==> src/inc/ioexp_regs.svh <==
`ifndef IOEXP_REGS_SVH
`define IOEXP_REGS_SVH

// Command byte values, low three bits
`define IOEXP_CMD_OD_LEVELS      3'h0
`define IOEXP_CMD_PP_LEVELS      3'h1
`define IOEXP_CMD_OD_OUT         3'h2
`define IOEXP_CMD_PP_OUT         3'h3
`define IOEXP_CMD_OD_DIR         3'h4
`define IOEXP_CMD_PP_DIR         3'h5
`define IOEXP_CMD_OD_MASK        3'h6
`define IOEXP_CMD_PP_MASK        3'h7
`define IOEXP_CMD_LAST           8'h07

// Reset values
`define IOEXP_DIR_RESET          8'h00
`define IOEXP_MASK_RESET         8'h00
`define IOEXP_NIBBLE_ONES        4'hf
`define IOEXP_NIBBLE_ZEROS       4'h0

// Fixed upper slave address bits
`define IOEXP_ADDR_FIXED         5'h16

// Timing
`define IOEXP_CLK_MHZ            25
`define IOEXP_SPIKE_NS           50
`define IOEXP_SPIKE_CYC          ((`IOEXP_SPIKE_NS * `IOEXP_CLK_MHZ + 999) / 1000)
`define IOEXP_RELEASE_US         4
`define IOEXP_RELEASE_CYC        (`IOEXP_RELEASE_US * `IOEXP_CLK_MHZ)

`endif

==> src/inc/ioexp_pkg.sv <==
package ioexp_pkg;

    typedef enum logic [2:0] {
        ST_IDLE,
        ST_ADDR,
        ST_ACK,
        ST_RX,
        ST_TX,
        ST_TXACK,
        ST_IGNORE
    } ioexp_state_e;

    typedef logic [7:0] ioexp_byte_t;

endpackage

==> src/hw/ioexp_top.sv <==
`include "ioexp_regs.svh"

module ioexp_top (
    input  wire logic       i_mclk,
    input  wire logic       i_reset,
    input  wire logic       i_scl,
    input  wire logic       i_sda,
    output logic            o_sda,
    output logic            o_sda_oe,
    input  wire logic       i_bus_reset_n,
    input  wire logic       i_address_select_low,
    input  wire logic       i_address_select_high,
    input  wire logic [7:0] i_open_drain_pins,
    output logic [7:0]      o_open_drain_pins,
    output logic [7:0]      o_open_drain_pins_oe,
    input  wire logic [7:0] i_push_pull_pins,
    output logic [7:0]      o_push_pull_pins,
    output logic [7:0]      o_push_pull_pins_oe,
    output logic            o_change_alert_n,
    output logic            o_change_alert_n_oe
);

    ////////////////////////////////////////////////////////////////////////////
    // Input conditioning

    logic       scl;
    logic       sda;
    logic       rst_n;
    logic       sel_lo;
    logic       sel_hi;
    logic [7:0] od_lvl;
    logic [7:0] pp_lvl;

    ioexp_sync u_sync_scl (
        .i_mclk  (i_mclk),
        .i_reset (i_reset),
        .i_pin   (i_scl),
        .o_level (scl)
    );
    ioexp_sync u_sync_sda (
        .i_mclk  (i_mclk),
        .i_reset (i_reset),
        .i_pin   (i_sda),
        .o_level (sda)
    );
    ioexp_sync u_sync_rst (
        .i_mclk  (i_mclk),
        .i_reset (i_reset),
        .i_pin   (i_bus_reset_n),
        .o_level (rst_n)
    );
    ioexp_sync u_sync_sel_lo (
        .i_mclk  (i_mclk),
        .i_reset (i_reset),
        .i_pin   (i_address_select_low),
        .o_level (sel_lo)
    );
    ioexp_sync u_sync_sel_hi (
        .i_mclk  (i_mclk),
        .i_reset (i_reset),
        .i_pin   (i_address_select_high),
        .o_level (sel_hi)
    );

    // Port pins use three-stage sampling with the same two-stage agreement spike filter
    logic [7:0] od_s1, od_s2, od_s3;
    logic [7:0] pp_s1, pp_s2, pp_s3;
    logic [7:0] od_keep, pp_keep;

    always_ff @(posedge i_mclk) begin
        if (i_reset) begin
            od_s1   <= 8'h00;
            od_s2   <= 8'h00;
            od_s3   <= 8'h00;
            pp_s1   <= 8'h00;
            pp_s2   <= 8'h00;
            pp_s3   <= 8'h00;
            od_keep <= 8'h00;
            pp_keep <= 8'h00;
        end else begin
            od_s1   <= i_open_drain_pins;
            od_s2   <= od_s1;
            od_s3   <= od_s2;
            pp_s1   <= i_push_pull_pins;
            pp_s2   <= pp_s1;
            pp_s3   <= pp_s2;
            od_keep <= od_lvl;
            pp_keep <= pp_lvl;
        end
    end

    // A bit moves only when the later two stages agree
    assign od_lvl = (od_s2 & od_s3) | (od_keep & (od_s2 ^ od_s3));
    assign pp_lvl = (pp_s2 & pp_s3) | (pp_keep & (pp_s2 ^ pp_s3));

    ////////////////////////////////////////////////////////////////////////////
    // State

    typedef struct packed {
        ioexp_pkg::ioexp_state_e fsm;
        logic                    scl_d;
        logic                    sda_d;
        logic [3:0]              bitcnt;
        ioexp_pkg::ioexp_byte_t  shift;
        logic                    rw;
        logic                    have_cmd;
        logic [2:0]              cmd;
        logic                    ack_drv;
        logic                    sda_drv;
        logic                    boot;
        ioexp_pkg::ioexp_byte_t  od_out;
        ioexp_pkg::ioexp_byte_t  pp_out;
        ioexp_pkg::ioexp_byte_t  od_dir;
        ioexp_pkg::ioexp_byte_t  pp_dir;
        ioexp_pkg::ioexp_byte_t  od_mask;
        ioexp_pkg::ioexp_byte_t  pp_mask;
        logic                    snap_od;
        logic                    snap_pp;
    } ioexp_top_s;

    ioexp_top_s st;
    ioexp_top_s next_st;

    logic       od_pend;
    logic       pp_pend;
    logic       scl_rise;
    logic       scl_fall;
    logic       start_cond;
    logic       stop_cond;
    logic [6:0] my_addr;
    logic [7:0] rd_data;
    logic [7:0] boot_val;

    assign scl_rise   = scl & ~st.scl_d;
    assign scl_fall   = ~scl & st.scl_d;
    assign start_cond = scl & st.scl_d & st.sda_d & ~sda;
    assign stop_cond  = scl & st.scl_d & ~st.sda_d & sda;
    assign my_addr    = {`IOEXP_ADDR_FIXED, sel_hi, sel_lo};
    assign boot_val   = {sel_hi ? `IOEXP_NIBBLE_ONES : `IOEXP_NIBBLE_ZEROS,
                         sel_lo ? `IOEXP_NIBBLE_ONES : `IOEXP_NIBBLE_ZEROS};

    // Read mux, snapshot taken at the address acknowledge
    always_comb begin
        case (st.cmd)
            `IOEXP_CMD_OD_LEVELS: rd_data = od_lvl;
            `IOEXP_CMD_PP_LEVELS: rd_data = pp_lvl;
            `IOEXP_CMD_OD_OUT:    rd_data = st.od_out;
            `IOEXP_CMD_PP_OUT:    rd_data = st.pp_out;
            `IOEXP_CMD_OD_DIR:    rd_data = st.od_dir;
            `IOEXP_CMD_PP_DIR:    rd_data = st.pp_dir;
            `IOEXP_CMD_OD_MASK:   rd_data = st.od_mask;
            `IOEXP_CMD_PP_MASK:   rd_data = st.pp_mask;
            default:              rd_data = 8'h00;
        endcase
    end

    ////////////////////////////////////////////////////////////////////////////
    // Serial engine

    always_comb begin
        next_st         = st;
        next_st.scl_d   = scl;
        next_st.sda_d   = sda;
        next_st.snap_od = 1'b0;
        next_st.snap_pp = 1'b0;
        // Address selects are loaded in the first cycle after reset, from the level reset preloads from the pin
        if (st.boot) begin
            next_st.od_out = boot_val;
            next_st.pp_out = boot_val;
            next_st.boot   = 1'b0;
        end
        if (!rst_n) begin
            next_st.fsm     = ioexp_pkg::ST_IDLE;
            next_st.ack_drv = 1'b0;
            next_st.sda_drv = 1'b0;
        end else if (start_cond) begin
            next_st.fsm     = ioexp_pkg::ST_ADDR;
            next_st.bitcnt  = 4'h0;
            next_st.ack_drv = 1'b0;
            next_st.sda_drv = 1'b0;
        end else if (stop_cond) begin
            next_st.fsm     = ioexp_pkg::ST_IDLE;
            next_st.ack_drv = 1'b0;
            next_st.sda_drv = 1'b0;
        end else begin
            case (st.fsm)
                ioexp_pkg::ST_IDLE, ioexp_pkg::ST_IGNORE: begin
                end
                ioexp_pkg::ST_ADDR, ioexp_pkg::ST_RX: begin
                    if (scl_rise) begin
                        next_st.shift  = {st.shift[6:0], sda};
                        next_st.bitcnt = st.bitcnt + 4'h1;
                    end else if (scl_fall && st.bitcnt == 4'h8) begin
                        next_st.bitcnt = 4'h0;
                        if (st.fsm == ioexp_pkg::ST_ADDR) begin
                            if (st.shift[7:1] == my_addr) begin
                                next_st.rw      = st.shift[0];
                                next_st.ack_drv = 1'b1;
                                next_st.fsm     = ioexp_pkg::ST_ACK;
                                next_st.have_cmd = 1'b0;
                                if (st.shift[0]) begin
                                    // Read of a group's levels or output register clears that group's flag at the ack
                                    next_st.snap_od = (st.cmd == `IOEXP_CMD_OD_LEVELS) ||
                                                      (st.cmd == `IOEXP_CMD_OD_OUT);
                                    next_st.snap_pp = (st.cmd == `IOEXP_CMD_PP_LEVELS) ||
                                                      (st.cmd == `IOEXP_CMD_PP_OUT);
                                end
                            end else begin
                                next_st.fsm = ioexp_pkg::ST_IGNORE;
                            end
                        end else if (!st.have_cmd) begin
                            // Commands above the map are not acknowledged
                            if (st.shift <= `IOEXP_CMD_LAST) begin
                                next_st.cmd      = st.shift[2:0];
                                next_st.have_cmd = 1'b1;
                                next_st.ack_drv  = 1'b1;
                                next_st.fsm      = ioexp_pkg::ST_ACK;
                            end else begin
                                next_st.fsm = ioexp_pkg::ST_IGNORE;
                            end
                        end else begin
                            case (st.cmd)
                                `IOEXP_CMD_OD_OUT:  next_st.od_out  = st.shift;
                                `IOEXP_CMD_PP_OUT:  next_st.pp_out  = st.shift;
                                `IOEXP_CMD_OD_DIR:  next_st.od_dir  = st.shift;
                                `IOEXP_CMD_PP_DIR:  next_st.pp_dir  = st.shift;
                                `IOEXP_CMD_OD_MASK: next_st.od_mask = st.shift;
                                `IOEXP_CMD_PP_MASK: next_st.pp_mask = st.shift;
                                default: begin
                                end
                            endcase
                            next_st.ack_drv = 1'b1;
                            next_st.fsm     = ioexp_pkg::ST_ACK;
                        end
                    end
                end
                ioexp_pkg::ST_ACK: begin
                    // Ack held over one full clock pulse
                    if (scl_fall) begin
                        next_st.ack_drv = 1'b0;
                        if (st.rw) begin
                            next_st.shift   = rd_data;
                            next_st.sda_drv = ~rd_data[7];
                            next_st.bitcnt  = 4'h1;
                            next_st.fsm     = ioexp_pkg::ST_TX;
                        end else begin
                            next_st.fsm = ioexp_pkg::ST_RX;
                        end
                    end
                end
                ioexp_pkg::ST_TX: begin
                    if (scl_fall) begin
                        if (st.bitcnt == 4'h8) begin
                            next_st.sda_drv = 1'b0;
                            next_st.fsm     = ioexp_pkg::ST_TXACK;
                        end else begin
                            next_st.shift   = {st.shift[6:0], 1'b0};
                            next_st.sda_drv = ~st.shift[6];
                            next_st.bitcnt  = st.bitcnt + 4'h1;
                        end
                    end
                end
                ioexp_pkg::ST_TXACK: begin
                    // Master nack ends the read; ack repeats the register
                    if (scl_rise) begin
                        next_st.fsm = sda ? ioexp_pkg::ST_IGNORE : ioexp_pkg::ST_ACK;
                    end
                end
                default: begin
                    next_st.fsm = ioexp_pkg::ST_IDLE;
                end
            endcase
        end
    end

    always_ff @(posedge i_mclk) begin
        if (i_reset) begin
            st          <= '0;
            st.fsm      <= ioexp_pkg::ST_IDLE;
            st.scl_d    <= 1'b1;
            st.sda_d    <= 1'b1;
            st.boot     <= 1'b1;
            st.rw       <= 1'b1;
            st.od_dir   <= `IOEXP_DIR_RESET;
            st.pp_dir   <= `IOEXP_DIR_RESET;
            st.od_mask  <= `IOEXP_MASK_RESET;
            st.pp_mask  <= `IOEXP_MASK_RESET;
        end else begin
            st <= next_st;
        end
    end

    ////////////////////////////////////////////////////////////////////////////
    // Change detection and pins

    ioexp_detect u_det_od (
        .i_mclk    (i_mclk),
        .i_reset   (i_reset),
        .i_levels  (od_lvl),
        .i_dir     (st.od_dir),
        .i_mask    (st.od_mask),
        .i_snap    (st.snap_od),
        .o_pending (od_pend)
    );
    ioexp_detect u_det_pp (
        .i_mclk    (i_mclk),
        .i_reset   (i_reset),
        .i_levels  (pp_lvl),
        .i_dir     (st.pp_dir),
        .i_mask    (st.pp_mask),
        .i_snap    (st.snap_pp),
        .o_pending (pp_pend)
    );

    // Alert is open-drain: only ever driven low
    assign o_change_alert_n    = 1'b0;
    assign o_change_alert_n_oe = od_pend | pp_pend;
    assign o_sda               = 1'b0;
    assign o_sda_oe            = st.ack_drv | st.sda_drv;
    assign o_open_drain_pins    = 8'h00;
    assign o_open_drain_pins_oe = ~st.od_dir & ~st.od_out;
    assign o_push_pull_pins     = st.pp_out;
    assign o_push_pull_pins_oe  = ~st.pp_dir;

endmodule

==> src/hw/ioexp_sync.sv <==
`include "ioexp_regs.svh"

module ioexp_sync (
    input  wire logic i_mclk,
    input  wire logic i_reset,
    input  wire logic i_pin,
    output logic      o_level
);
    typedef struct packed {
        logic [2:0] taps;
        logic       level;
    } ioexp_sync_s;

    ioexp_sync_s st;
    ioexp_sync_s next_st;

    // Level moves once the later two taps agree; a one-sample spike never does
    // Latency kept short so the ack changes well inside a fast clock low phase
    always_comb begin
        next_st = st;
        next_st.taps = {st.taps[1:0], i_pin};
        if (st.taps[2] == st.taps[1]) begin
            next_st.level = st.taps[2];
        end
    end

    always_ff @(posedge i_mclk) begin
        if (i_reset) begin
            // Start from the pin so address selects are right at the first load
            st <= '{taps: {3{i_pin}}, level: i_pin};
        end else begin
            st <= next_st;
        end
    end

    assign o_level = st.level;
endmodule

==> src/hw/ioexp_detect.sv <==
module ioexp_detect (
    input  wire logic       i_mclk,
    input  wire logic       i_reset,
    input  wire logic [7:0] i_levels,
    input  wire logic [7:0] i_dir,
    input  wire logic [7:0] i_mask,
    input  wire logic       i_snap,
    output logic            o_pending
);
    typedef struct packed {
        logic [7:0] ref_lvl;
        logic       pending;
    } ioexp_det_s;

    ioexp_det_s st;
    ioexp_det_s next_st;
    logic [7:0] watched;

    // Only unmasked inputs compare; outputs never raise a change
    assign watched = i_dir & ~i_mask;

    always_comb begin
        next_st = st;
        if (i_snap) begin
            next_st.ref_lvl = i_levels;
            next_st.pending = 1'b0;
        end
        // Pins not watched track their level so enabling later is quiet
        next_st.ref_lvl = (next_st.ref_lvl & watched) | (i_levels & ~watched);
        if (|((i_levels ^ st.ref_lvl) & watched) && !i_snap) begin
            next_st.pending = 1'b1;
        end
    end

    always_ff @(posedge i_mclk) begin
        if (i_reset) begin
            st <= '{ref_lvl: 8'h00, pending: 1'b0};
        end else begin
            st <= next_st;
        end
    end

    assign o_pending = st.pending;
endmodule

==> config.mk <==
export PLATFORM = sky130hd
export DESIGN_NAME = ioexp_top
export DESIGN_NICKNAME = d
export VERILOG_FILES = /design/src/inc/ioexp_pkg.sv /design/src/hw/ioexp_top.sv /design/src/hw/ioexp_sync.sv /design/src/hw/ioexp_detect.sv
export VERILOG_INCLUDE_DIRS = /design/src /design/src/inc
export SDC_FILE = /design/constraint.sdc
export NUM_CORES = 1
export LEC_CHECK = 0
export ABC_AREA = 1
export BUFFER_PORTS_ARGS = -buffer_cell sky130_fd_sc_hd__buf_4
export CORE_ASPECT_RATIO = 0.6
export CORE_MARGIN = 1.5
export CORE_UTILIZATION = 40
export DETAILED_ROUTE_END_ITERATION = 8
export MAX_ROUTING_LAYER = met4
export PLACE_DENSITY_LB_ADDON = 0.3
export SLEW_MARGIN = 20
export SYNTH_ARGS = -nofsm -noshare
export SYNTH_HDL_FRONTEND = slang
export SYNTH_SLANG_ARGS = --single-unit
==> constraint.sdc <==
create_clock -name i_mclk -period 3.4 [get_ports i_mclk]
set_input_delay 0.17 -clock i_mclk [delete_from_list [all_inputs] [get_ports i_mclk]]
set_output_delay 0.17 -clock i_mclk [all_outputs]
set_load 0.05 [all_outputs]
# [After elaboration in Yosys (flattened, before gate mapping)]
# Index checks and enable logic that the tools add are counted.
[word_totals] ff_bits=177 out_inout_bits=36
[op_classes] bitwise_logic=54 n_lt_le_gt_ge=1 n_eq_ne=46 muxes=86 add_sub_neg=1 reduce_logical=40
[ops] op="two-way mux 50 bit" n=6
[ops] op="AND 8 bit" n=13
[ops] op="two-way mux 48 bit" n=2
[ops] op="one-hot mux 8 bit (8 select lines)" n=1
[ops] op="two-way mux 8 bit" n=7
[ops] op="inverter 8 bit" n=7
[ops] op="AND reduction 9 bit" n=6
[ops] op="two-way mux 5 bit" n=10
[ops] op="two-way mux 12 bit" n=4
[ops] op="two-way mux 4 bit" n=11
[ops] op="two-way mux 3 bit" n=13
[ops] op="one-hot mux 12 bit (3 select lines)" n=1
[ops] op="bitwise OR 8 bit" n=4
[ops] op="XOR 8 bit" n=4
[ops] op="!= test 4 bit, second input constant" n=7
[ops] op="equality test 3 bit, second input constant" n=7
[ops] op="AND reduction 7 bit" n=3
[ops] op="!= test 2 bit, second input constant" n=10
[ops] op="two-way mux 9 bit" n=2
[ops] op="!= test 3 bit, second input constant" n=6
[ops] op="nonzero test 2 bit" n=9
[ops] op="two-way mux 1 bit" n=17
[ops] op="two-way mux 17 bit" n=1
[ops] op="inverter 1 bit" n=17
[ops] op="other kinds (30)" n=60

# [Depth between registers and ports, before layout]
# Gate-level depths: netlist of the first run.
[depth] ltp_word=17 ltp_mapped=12 depth_no_buf=12

# [Cells and area by module]
# Synthesis of the first run repeated with hierarchy kept, for this count alone.
[unflattened] hier_cells=1278 area_unflattened_um2=8630.8
[by_module_without_submodules] module="ioexp_top" instances=1 area_per_inst_um2=6693.9 seq_area_each_um2=2782.7 cells_per_inst=1005
[by_module_without_submodules] module="ioexp_detect" instances=2 area_per_inst_um2=630.6 seq_area_each_um2=180.2 cells_per_inst=99
[by_module_without_submodules] module="ioexp_sync" instances=5 area_per_inst_um2=135.1 seq_area_each_um2=90.1 cells_per_inst=15

# [Worst setup path after synthesis of the first run]
# No wires, ideal clock.
[synth_timing] path_kind="flip-flop to flip-flop" from="register st[66] (netlist name)" to="register st[48] (netlist name)" required_ns=3.284 path_stages_with_launch=11 synth_period_minus_slack_ns=1.651 arrival_time_ns=1.535 n_path_buf=1 setup_time_ns=0.116 setup_slack_ns=1.749 cell_sequence="dfxtp_1 -> inv_1 -> ha_1 -> nand3_2 -> nor2_1 -> nand2_2 -> nor2_2 -> nand3_2 -> buf_6 -> o211ai_1 -> inv_1"
[synth_between] elab_chain_cells=8
[synth_rtl] item="start, declared" line_no="ioexp_top.sv:121" source="ioexp_top_s st;"
[synth_rtl] item="start signal, assigned" line_no="ioexp_top.sv:289" source="st <= next_st;"
[synth_rtl] item="equality test 4 bit" line_no="ioexp_top.sv:193" source="end else if (scl_fall && st.bitcnt == 4'h8) begin"
[synth_rtl] item="logical AND 1 bit" line_no="ioexp_top.sv:193"
[synth_rtl] item="two-way mux 50 bit" line_no="ioexp_top.sv:193"
[synth_rtl] item="two-way mux 50 bit" line_no="ioexp_top.sv:190" source="if (scl_rise) begin"
[synth_rtl] item="two-way mux 50 bit" line_no="ioexp_top.sv:186" source="case (st.fsm)"
[synth_rtl] item="two-way mux 50 bit" line_no="ioexp_top.sv:181" source="end else if (stop_cond) begin"
[synth_rtl] item="two-way mux 50 bit" line_no="ioexp_top.sv:176" source="end else if (start_cond) begin"
[synth_rtl] item="two-way mux 50 bit" line_no="ioexp_top.sv:172" source="if (!rst_n) begin"
# Every way passes these cells.
# A chain may end at the register's enable or synchronous reset.

# [Final worst setup path of the first run]
[layout_timing] from="register st[53] (netlist name)" to="register st[65] (netlist name)"
[layout_between] elab_chain_cells=5
[layout_rtl] item="equality test 3 bit, or another cell as far along" line_no="ioexp_top.sv:144" source="case (st.cmd)"
[layout_rtl] item="one-hot mux 8 bit (8 select lines) *" line_no="ioexp_top.sv:144"
[layout_rtl] item="two-way mux 12 bit *" line_no="ioexp_top.sv:241" source="if (st.rw) begin"
[layout_rtl] item="two-way mux 12 bit *" line_no="ioexp_top.sv:239" source="if (scl_fall) begin"
[layout_rtl] item="one-hot mux 12 bit (3 select lines) *" line_no="ioexp_top.sv:186"
# Every way passes the cells marked *; elsewhere a longest branch is shown, timed or not. The select of a mux whose other input is x is not followed.

==> results of run 1 <==
-- cell families after synthesis --
group                    Yosys count
AND/OR/NAND/NOR                  510
other                              1
adder cells (fa/ha/maj)           18
flip-flops                       177
AO/OA/AOI/OAI                    216
XOR/XNOR                           2
buffers and inverters            224
-- final timing paths --
check | end | slack (ns) | cells past startpoint
worst max-delay path | st[65] | 1.11 | 9
worst min-delay path | od_s3[7] | 0.16 | 2
worst max register to register | st[65] | 1.11 | 9
worst min register to register | pp_s2[6] | 0.40 | 2
-- state kept, by name, summed over array words and instances, names as in the netlist, 8 cells and up, named ones only --
| name | flops |
|---|---|
| od_s3 | 8 |
| pp_s2 | 8 |
| od_s2 | 8 |
| pp_s1 | 8 |
| od_keep | 8 |
| od_s1 | 8 |
| pp_keep | 8 |
| pp_s3 | 8 |
| st | 67 |
| o_push_pull_pins | 8 |
-- per-layer routing --
metal  up-vias  part of all wire (%)  GRT usage (%)
met5         -                     0              -
met3        28                   9.7           6.11
met2       285                    36           27.1
met1      3348                    53           34.8
li1       3712                     -              -
met4         0                   1.5           6.51
-- Yosys cell counts --
cell type / number / area, sq um
buf_4: 19 / 143
buf_2: 4 / 20.0
dfxtp_1: 172 / 3440
inv_2: 4 / 15.0
o21ai_1: 25 / 125
and2_1: 1 / 6.26
clkinv_1: 3 / 11.3
conb_1: 1 / 3.75
nand2_4: 5 / 56.3
a21o_1: 1 / 7.51
nor2_4: 1 / 11.3
nor3_1: 7 / 35.0
nand3_2: 3 / 30.0
nand4_1: 17 / 106
a311oi_1: 11 / 96.3
buf_1: 2 / 7.51
nand3_1: 52 / 260
nor2_8: 1 / 20.0
a21oi_1: 96 / 480
nand2_1: 183 / 687
ha_1: 18 / 225
nor2_1: 221 / 830
o21a_1: 1 / 7.51
or2_2: 4 / 25.0
inv_1: 162 / 608
o21ai_0: 78 / 390
buf_6: 2 / 22.5
nor3_4: 3 / 48.8
edfxtp_1: 5 / 150
nand3b_1: 1 / 7.51
nand2_2: 4 / 25.0
xor2_1: 2 / 17.5
nor3b_2: 1 / 12.5
clkbuf_1: 28 / 105
o211ai_1: 4 / 30.0
nor2_2: 5 / 31.3
nor3_2: 1 / 10.0
-- final cells by class --
cell class / instances / share of cell area [%]
multi-input combinational: 756 / 38.4
sequential: 177 / 38.0
inverter: 169 / 6.72
timing repair buffer: 75 / 6.65
clock buffer: 22 / 5.35
tap: 273 / 3.62
clock inverter: 10 / 1.26
-- through the flow --
stage               cells  setup WS (ns)  hold slack [ns]  cell area [sq um]
floorplan            1157           1.75            0.198               8150
global placement     1429           1.14            0.285               8610
detailed placement   1429           1.19            0.289               8610
CTS                  1482           1.19            0.154               9440
global route         1482          0.924            0.177               9440
finish               1482           1.11            0.161               9440
-- critical path, delay by kind of cell, from the launching register on --
family / cells / cell delay [ns]
flip-flops: 1 / 0.62
buffers and inverters: 1 / 0.38
AO/OA/AOI/OAI: 1 / 0.17
AND/OR/NAND/NOR: 7 / 1.01
-- power groups by stage --
stage                     registers [mW]  logic [mW]  clock network (mW)
final                               2.21       0.430                2.07
after floorplan                     2.23       0.324                   0
after global placement              2.25       0.404                   0
after detailed placement            2.25       0.405                   0
after CTS                           2.21       0.426                2.12
after global routing                2.22       0.479                2.20
==> results by group, run 1 <==
Critical path
  • Crit Path Class: reg -> reg
  • CP required: 3.74 ns
  • Crit-path max FO: 15
  • Setup crit start: st[53]
  • Crit path largest cell delay: 0.62 ns
  • Worst r2r src: st[53]
  • Setup crit end kind: flip-flop
  • Worst path most repeated cell: nand2_1
  • CP Data Arrival Time: 2.63 ns
  • Critical Path, Cell by Cell: clkinv_1 -> nand3_1 -> o21ai_0 -> nor2_1 -> nand2_1 -> nand2_1 -> nand2_1 -> nand3_1 -> nand2_1
  • Slowest CP cell: dfxtp_1
  • Startpoint types: flip-flop

Global routing
  • Vias in the first global route: 6,410
  • Gr usage total: 22.5%
  • Global-route wire length before repair: 35.1 mm
  • Initial antenna violation count: 0
  • Grt total ovfl: 0
  • Largest net degree at the start of global routing: 63

Finish
  • Final core utilization: 47.4%
  • Final Net Count: 1,237
  • Inserted Diodes: 0
  • Storage element area: 0.00359 sq mm
  • Share of layout cells above drive strength 1: 9.84%
  • Syn-to-layout area delta: 16.4%
  • Filler instances: 2,027
  • Commonest non-fill, non-tap cells in the layout: 220 x nor2_1, 183 x nand2_1, 172 x dfxtp_1, 161 x inv_1, 96 x a21oi_1
  • Multi-input logic area: 0.00362 sq mm
  • Most common cell after layout, fill and taps aside: nor2_1

Synthesis
  • Post-synthesis mux area share: 0%
  • Synth cell types: 37
  • Sequential fraction of the synthesis area: 44.3%
  • Adder-Cell Fraction of Synth Area: 2.78%
  • Synth Area in Simple Gates: 27.1%
  • Cell Area, Synth: 0.00811 sq mm
  • Flops & latches, synth: 177
  • Yosys warning count: 0
  • Post-Synth XOR/XNOR Area: 0.216%
  • Syn avg cell area: 7.07 sq um
  • Synth Instances: 1,148
  • Complex-gate fraction of the synthesized area: 14.0%
  • Main combinational cell family by area after synthesis: simple AND/OR/NAND/NOR gates

Detailed routing
  • Via density: 4.98
  • DRC marker count from the first detailed-route iteration: 686
  • WL/cell: 15.0 um
  • DR vias: 7,373
  • ANT nets after route: 0
  • Total Wirelength: 22.3 mm
  • Drt pass-1 iters: 5
  • DRC Markers: 0

STA
  • Setup tns final: 0 ns
  • Final clock period utilization by the worst path: 67.4%
  • Slew headroom: 48.4%
  • Final setup violation count: 0
  • RSZ-0062 raised after global routing: no
  • Final hold viol count: 0
  • F_max: 436 MHz
  • Fin crit period: 2.29 ns
  • Worst Tran Pin Value: 0.769 ns
  • Fin. max-slew vios: 0
  • Clock Skews: 0.0146 ns

Clock network
  • H-Tree Depth: 4
  • Clk_lat worst skew: 0.45 ns
  • Setup Buffers After CTS: 0
  • Clk sinks: 177
  • CTS Buf Count: 17
  • CTS tree: yes
  • Clk slew on worst S/H paths: 0.07 ns
  • Clock Path Buffers: 2
  • CTS resizes: 0
  • Clock root buffer: clkbuf_16
  • Hold buffers post-CTS: 21

Power and ir drop
  • Psw: 1.21 mW
  • Pint: 3.50 mW
  • Logic gate share of total power: 9.1%
  • Clock share of power: 43.9%
  • Flop pwr share: 46.9%
  • Peak supply drop: 323 uV
  • Power Density: 499 mW/mm^2
  • Leakage Power: 4.38 nW
  • Sw frac: 25.7%
  • Total power: 4.71 mW

Die
  • Width of the die: 187 um
  • Die area: 0.0212 sq mm
  • FP Rows: 40
  • Io pins: 59
  • Core area: 0.0199 sq mm
  • Initial Util: 40.7%
  • Die height: 113 um

Placed design
  • Post-DP HPWL: 16.1 mm
  • # port buffers: 48
  • Placer congestion estimate: 1.02

Outcome
  • Status: completed

Hold path
  • Hold Path Origin: i_reset
  • Hold Crit Class: in -> reg

Job
  • MaxCap Viol Count: 0
No activity file was read; power rests on OpenSTA's default activity.
==> run 2, diff against run 1 <==
==> constraint.sdc (replaced) <==
create_clock -name i_mclk -period 2 [get_ports i_mclk]
set_input_delay 0.1 -clock i_mclk [delete_from_list [all_inputs] [get_ports i_mclk]]
set_output_delay 0.1 -clock i_mclk [all_outputs]
set_load 0.05 [all_outputs]
==> run 2 against run 1 <==
Clock power increased by 74%. First-iteration DRC count decreased by 2.5%. Maximum frequency increased by 21%. Final area increased by 2.9%. Total power increased by 73%. Non-clock buffer count increased by 30. Die area unchanged. Worst setup slack got worse by 1.0 ns. Via count decreased by 0.49%. Sequential power increased by 69%. Flip-flop and latch count unchanged. Wire length decreased by 1.8%. Largest cell class unchanged.
==> results by group, run 2 (synthesized netlist as in run 1, its figures left out) <==
STA
  • Final hold viol count: 0
  • Final clock period utilization by the worst path: 94.4%
  • RSZ-0062 raised after global routing: yes
  • Final setup violation count: 0
  • F_max: 529 MHz
  • Fin crit period: 1.89 ns
  • Hold WS: 0.0809 ns
  • Clock Skews: 0.0107 ns
  • Setup tns final: 0 ns
  • Setup ws final: 0.111 ns
  • Fin. max-slew vios: 0

Finish
  • Most common cell after layout, fill and taps aside: nor2_1
  • Inserted Diodes: 0
  • Biggest register: st
  • Final Net Count: 1,267
  • Commonest non-fill, non-tap cells in the layout: 219 x nor2_1, 183 x nand2_1, 171 x dfxtp_1, 160 x inv_1, 96 x a21oi_1
  • Design area: 0.00972 sq mm
  • Share of layout cells above drive strength 1: 12.2%
  • Finished Layout Cells: 1,512
  • Syn-to-layout area delta: 19.8%
  • Largest register FFs: 67
  • Final core utilization: 48.8%

Clock network
  • Clk sinks: 177
  • Clock Path Buffers: 2
  • Clk_lat worst skew: 0.44 ns
  • H-Tree Depth: 4
  • Clock root buffer: clkbuf_16
  • CTS Buf Count: 17
  • Clk slew on worst S/H paths: 0.07 ns
  • Setup Buffers After CTS: 0
  • CTS tree: yes

Placed design
  • Placed Cells: 1,459
  • DP Area: 0.00885 sq mm
  • # port buffers: 48
  • Pre-CTS setup slack: 0.114 ns
  • Placer congestion estimate: 0.933
  • Post-DP HPWL: 15.9 mm

Job
  • MaxCap Viol Count: 0

Detailed routing
  • ANT nets after route: 0
  • WL/cell: 14.5 um
  • Drt pass-1 iters: 8
  • DRC marker count from the first detailed-route iteration: 669
  • DR vias: 7,337
  • Via density: 4.85
  • Total Wirelength: 21.9 mm
  • DRC Markers: 0

Global routing
  • Vias in the first global route: 6,320
  • GR Util met1: 34.0%
  • Gr usage total: 22.1%
  • Global-route wire length before repair: 34.7 mm
  • Initial antenna violation count: 0
  • Largest net degree at the start of global routing: 61
  • Met2 GRT Util: 26.2%
  • Met3 GRT Util: 7.23%
  • Grt peak-use layer: met1
  • Grt total ovfl: 0

Outcome
  • Status: completed

Power and ir drop
  • Total power: 8.12 mW
  • Leakage Power: 4.53 nW
  • Peak supply drop: 585 uV
  • Power Density: 836 mW/mm^2

Die
  • Core area: 0.0199 sq mm
  • Initial Util: 40.7%
  • Width of the die: 187 um
  • FP Rows: 40
  • Die area: 0.0212 sq mm
  • Die height: 113 um
  • Io pins: 59

Critical path
  • Crit Path Class: reg -> reg
  • Startpoint types: flip-flop
  • Setup crit end kind: flip-flop
  • Critical Path, Cell by Cell: inv_1 -> nand2_1 -> nor2_1 -> buf_4 -> nand2_1 -> o21ai_0 -> nor2_1 -> a21oi_1 -> nor2_1 -> nor2_1
  • CP required: 2.34 ns
  • Worst path most repeated cell: nor2_1
  • Slowest CP cell: dfxtp_1
  • CP Data Arrival Time: 2.23 ns
  • Crit-path max FO: 10
  • Crit path largest cell delay: 0.57 ns

Hold path
  • Hold Crit Class: in -> reg
## run 2: per-layer routing
| layer | share of wire, % | vias up | wire length (um) |
|---|---|---|---|
| met4 | 0.97 | 0 | 212 |
| met2 | 35 | 296 | 7700 |
| li1 | - | 3767 | - |
| met1 | 52 | 3258 | 11300 |
| met3 | 12 | 16 | 2680 |
| met5 | 0 | - | 0 |
## run 2: final timing paths
kind | from | end | slack, ns | cells after the start
max | st[55] | st[64] | 0.11 | 10
min | i_reset | st[50] | 0.08 | 2
max reg2reg | st[55] | st[64] | 0.11 | 10
min reg2reg | od_s1[5] | od_s2[5] | 0.40 | 2
## run 2: worst max-delay path: cells and delay by family (launching register included)
kind / cells / cell delay (ns)
buffers and inverters: 2 / 0.32
AOI/OAI and AO/OA: 2 / 0.21
DFF: 1 / 0.57
and+or+nand+nor: 6 / 0.67
## run 2: timing repair
| action | in CTS | in global routing |
|---|---|---|
| endpoints found under the setup margin | 0 | 16 |
| hold endpoints to repair | 33 | 0 |
| resized for setup | 0 | 7 |
| hold buffers | 21 | 0 |
## run 2: cell type report
type,instances,area (sq um)
Clock buffer,20,458
Timing Repair Buffer,105,866
Fill cell,2013,10200
Multi-Input combinational cell,756,3640
Inverter,169,634
Clock inverter,12,179
Sequential cell,177,3590
Tap cell,273,342
## run 2: power by group
| group | internal (mW) | leakage, nW | switching (mW) |
|---|---|---|---|
| sequential | 3.66 | 1.46 | 0.0686 |
| clock | 2.17 | 0.298 | 1.44 |
| combinational | 0.254 | 2.77 | 0.532 |
==> run 3, diff against run 2 <==
--- a/config.mk
+++ b/config.mk
@@ -12,6 +12,7 @@
 export CORE_MARGIN = 1.5
 export CORE_UTILIZATION = 40
 export DETAILED_ROUTE_END_ITERATION = 8
+export GPL_TIMING_DRIVEN = 0
 export MAX_ROUTING_LAYER = met4
 export PLACE_DENSITY_LB_ADDON = 0.3
 export SLEW_MARGIN = 20
==> run 3 against run 2 <==
Sequential power barely moved. Clock power fell by 2%. Wire length rose by 8.5%. Via count rose by 4.0%. Clock skew fell by 0.0014 ns. Die area did not move. First-iteration DRC count rose by 34%. Register-to-register slack got worse by 0.10 ns. Sequential share of layout area fell by 0.37 points. Non-clock buffer count rose by 28. Total power fell by 0.17%. Combinational power rose by 5.6%. Critical endpoint is now st[49]. Largest power group unchanged.
==> results by group, run 3 (synthesized netlist as in run 1, its figures left out) <==
Outcome
  • Status: completed

Finish
  • Final Net Count: 1,295
  • Inserted Diodes: 0
  • Commonest non-fill, non-tap cells in the layout: 216 x nor2_1, 178 x nand2_1, 170 x dfxtp_1, 162 x inv_1, 96 x a21oi_1
  • Design area: 0.00982 sq mm
  • Syn-to-layout area delta: 21.0%
  • Biggest register: st
  • Share of layout cells above drive strength 1: 12.8%
  • Largest register FFs: 67
  • Finished Layout Cells: 1,540
  • Final core utilization: 49.3%
  • Most common cell after layout, fill and taps aside: nor2_1

STA
  • Clock Skews: 0.00928 ns
  • Fin. max-slew vios: 0
  • Fin crit period: 1.99 ns
  • Final setup violation count: 0
  • Worst Tran Pin Value: 0.783 ns
  • Final hold viol count: 0
  • Slew headroom: 47.8%
  • Final clock period utilization by the worst path: 99.6%
  • Hold WS: 0.309 ns
  • F_max: 502 MHz

Detailed routing
  • ANT nets after route: 0
  • Via density: 4.96
  • WL/cell: 15.4 um
  • Drt pass-1 iters: 5
  • Total Wirelength: 23.8 mm
  • DRC Markers: 0
  • DRC marker count from the first detailed-route iteration: 895
  • DR vias: 7,633

Clock network
  • Clk_lat worst skew: 0.45 ns
  • Clk slew on worst S/H paths: 0.07 ns
  • CTS Buf Count: 17
  • H-Tree Depth: 4
  • Clock root buffer: clkbuf_16
  • CTS tree: yes
  • Clk sinks: 177
  • Clock Path Buffers: 2

Critical path
  • Slowest CP cell: dfxtp_1
  • Crit Path Class: reg -> reg
  • Crit path largest cell delay: 0.52 ns
  • Critical Path, Cell by Cell: inv_2 -> nor2_2 -> nand3_2 -> buf_6 -> o211ai_1 -> inv_1
  • Crit-path max FO: 10
  • Startpoint types: flip-flop
  • Setup crit end kind: flip-flop
  • CP required: 2.34 ns
  • Worst path bufs/invs: 3
  • CP Data Arrival Time: 2.33 ns
  • Worst path top cell family by delay: simple AND/OR/NAND/NOR gates

Die
  • Initial Util: 40.7%
  • Die area: 0.0212 sq mm
  • Width of the die: 187 um
  • FP Rows: 40
  • Core area: 0.0199 sq mm
  • Io pins: 59
  • Die height: 113 um

Placed design
  • Placer congestion estimate: 0.977
  • Post-DP HPWL: 17.8 mm
  • DP Area: 0.00885 sq mm
  • Placed Cells: 1,478
  • # port buffers: 48

Power and ir drop
  • Total power: 8.11 mW
  • Logic gate share of total power: 10.2%
  • Psw: 2.15 mW
  • Peak supply drop: 616 uV
  • Clock share of power: 43.6%
  • Pint: 5.95 mW
  • Leakage Power: 4.58 nW
  • Sw frac: 26.6%
  • Flop pwr share: 46.2%
  • Power Density: 826 mW/mm^2

Global routing
  • Grt total ovfl: 0
  • Global-route wire length before repair: 36.9 mm
  • Initial antenna violation count: 0
  • Gr usage total: 23.8%
  • Largest net degree at the start of global routing: 17
  • Vias in the first global route: 6,620

Hold path
  • Hold Crit Class: in -> reg

Job
  • MaxCap Viol Count: 0
[run 3: cell types whose count changed in the layout (fill, tap and decap cells not counted), moves of 3 or more]
cell,delta
nand2_1,-5
nor2_1,-3
buf_2,+3
clkbuf_1,+24
nand2_2,+4
buf_4,-6
[run 3: power groups by stage]
stage                     Sequential (mW)  Combinational (mW)  Clock [mW]
after floorplan                      3.79               0.550           0
after global placement               3.82               0.754           0
after CTS                            3.74               0.798        3.61
final                                3.74               0.830        3.53
after global routing                 3.76               0.915        3.74
after detailed placement             3.82               0.760           0
[run 3: metrics by stage]
stage               setup TNS, ns  worst slack [ns]
floorplan                       0             0.349
global placement           -0.251           -0.0941
detailed placement        -0.0542           -0.0266
CTS                             0           0.00290
global route             -0.00595          -0.00360
finish                          0           0.00864
[run 3: metal layers]
| layer | vias up | GRT usage, % | wire [um] |
|---|---|---|---|
| li1 | 3840 | - | - |
| met1 | 3449 | 36.1 | 12300 |
| met2 | 320 | 28.6 | 8550 |
| met3 | 24 | 7.44 | 2610 |
| met4 | 0 | 7.04 | 290 |
| met5 | - | - | 0 |
[run 3: path summary, 6_finish.rpt]
check | end | slack (ns) | startpoint | cells past startpoint
setup / recovery | st[49] | 0.009 | st[54] | 6
hold / removal | u_sync_scl.next_st[2] | 0.31 | i_scl | 2
setup reg to reg | st[49] | 0.009 | st[54] | 6
hold reg to reg | pp_s2[5] | 0.40 | pp_s1[5] | 2
[run 3: final cells by class]
cell class | instances | area (sq um)
clock inverters | 14 | 180
plain buffers | 54 | 298
flip-flops and latches | 177 | 3600
multi-input cells | 756 | 3680
inverters | 169 | 638
well taps | 273 | 342
fillers | 2053 | 10100
repair buffers | 79 | 648
clock buffers | 18 | 439
[run 3: timing repair]
item / in CTS / in global routing
pin swaps: 1 / 4
endpoints found under the setup margin: 7 / 65
hold buffers: 22 / 0
buffers inserted: 2 / 7
gates resized for setup: 1 / 23
hold endpoints to repair: 36 / 0
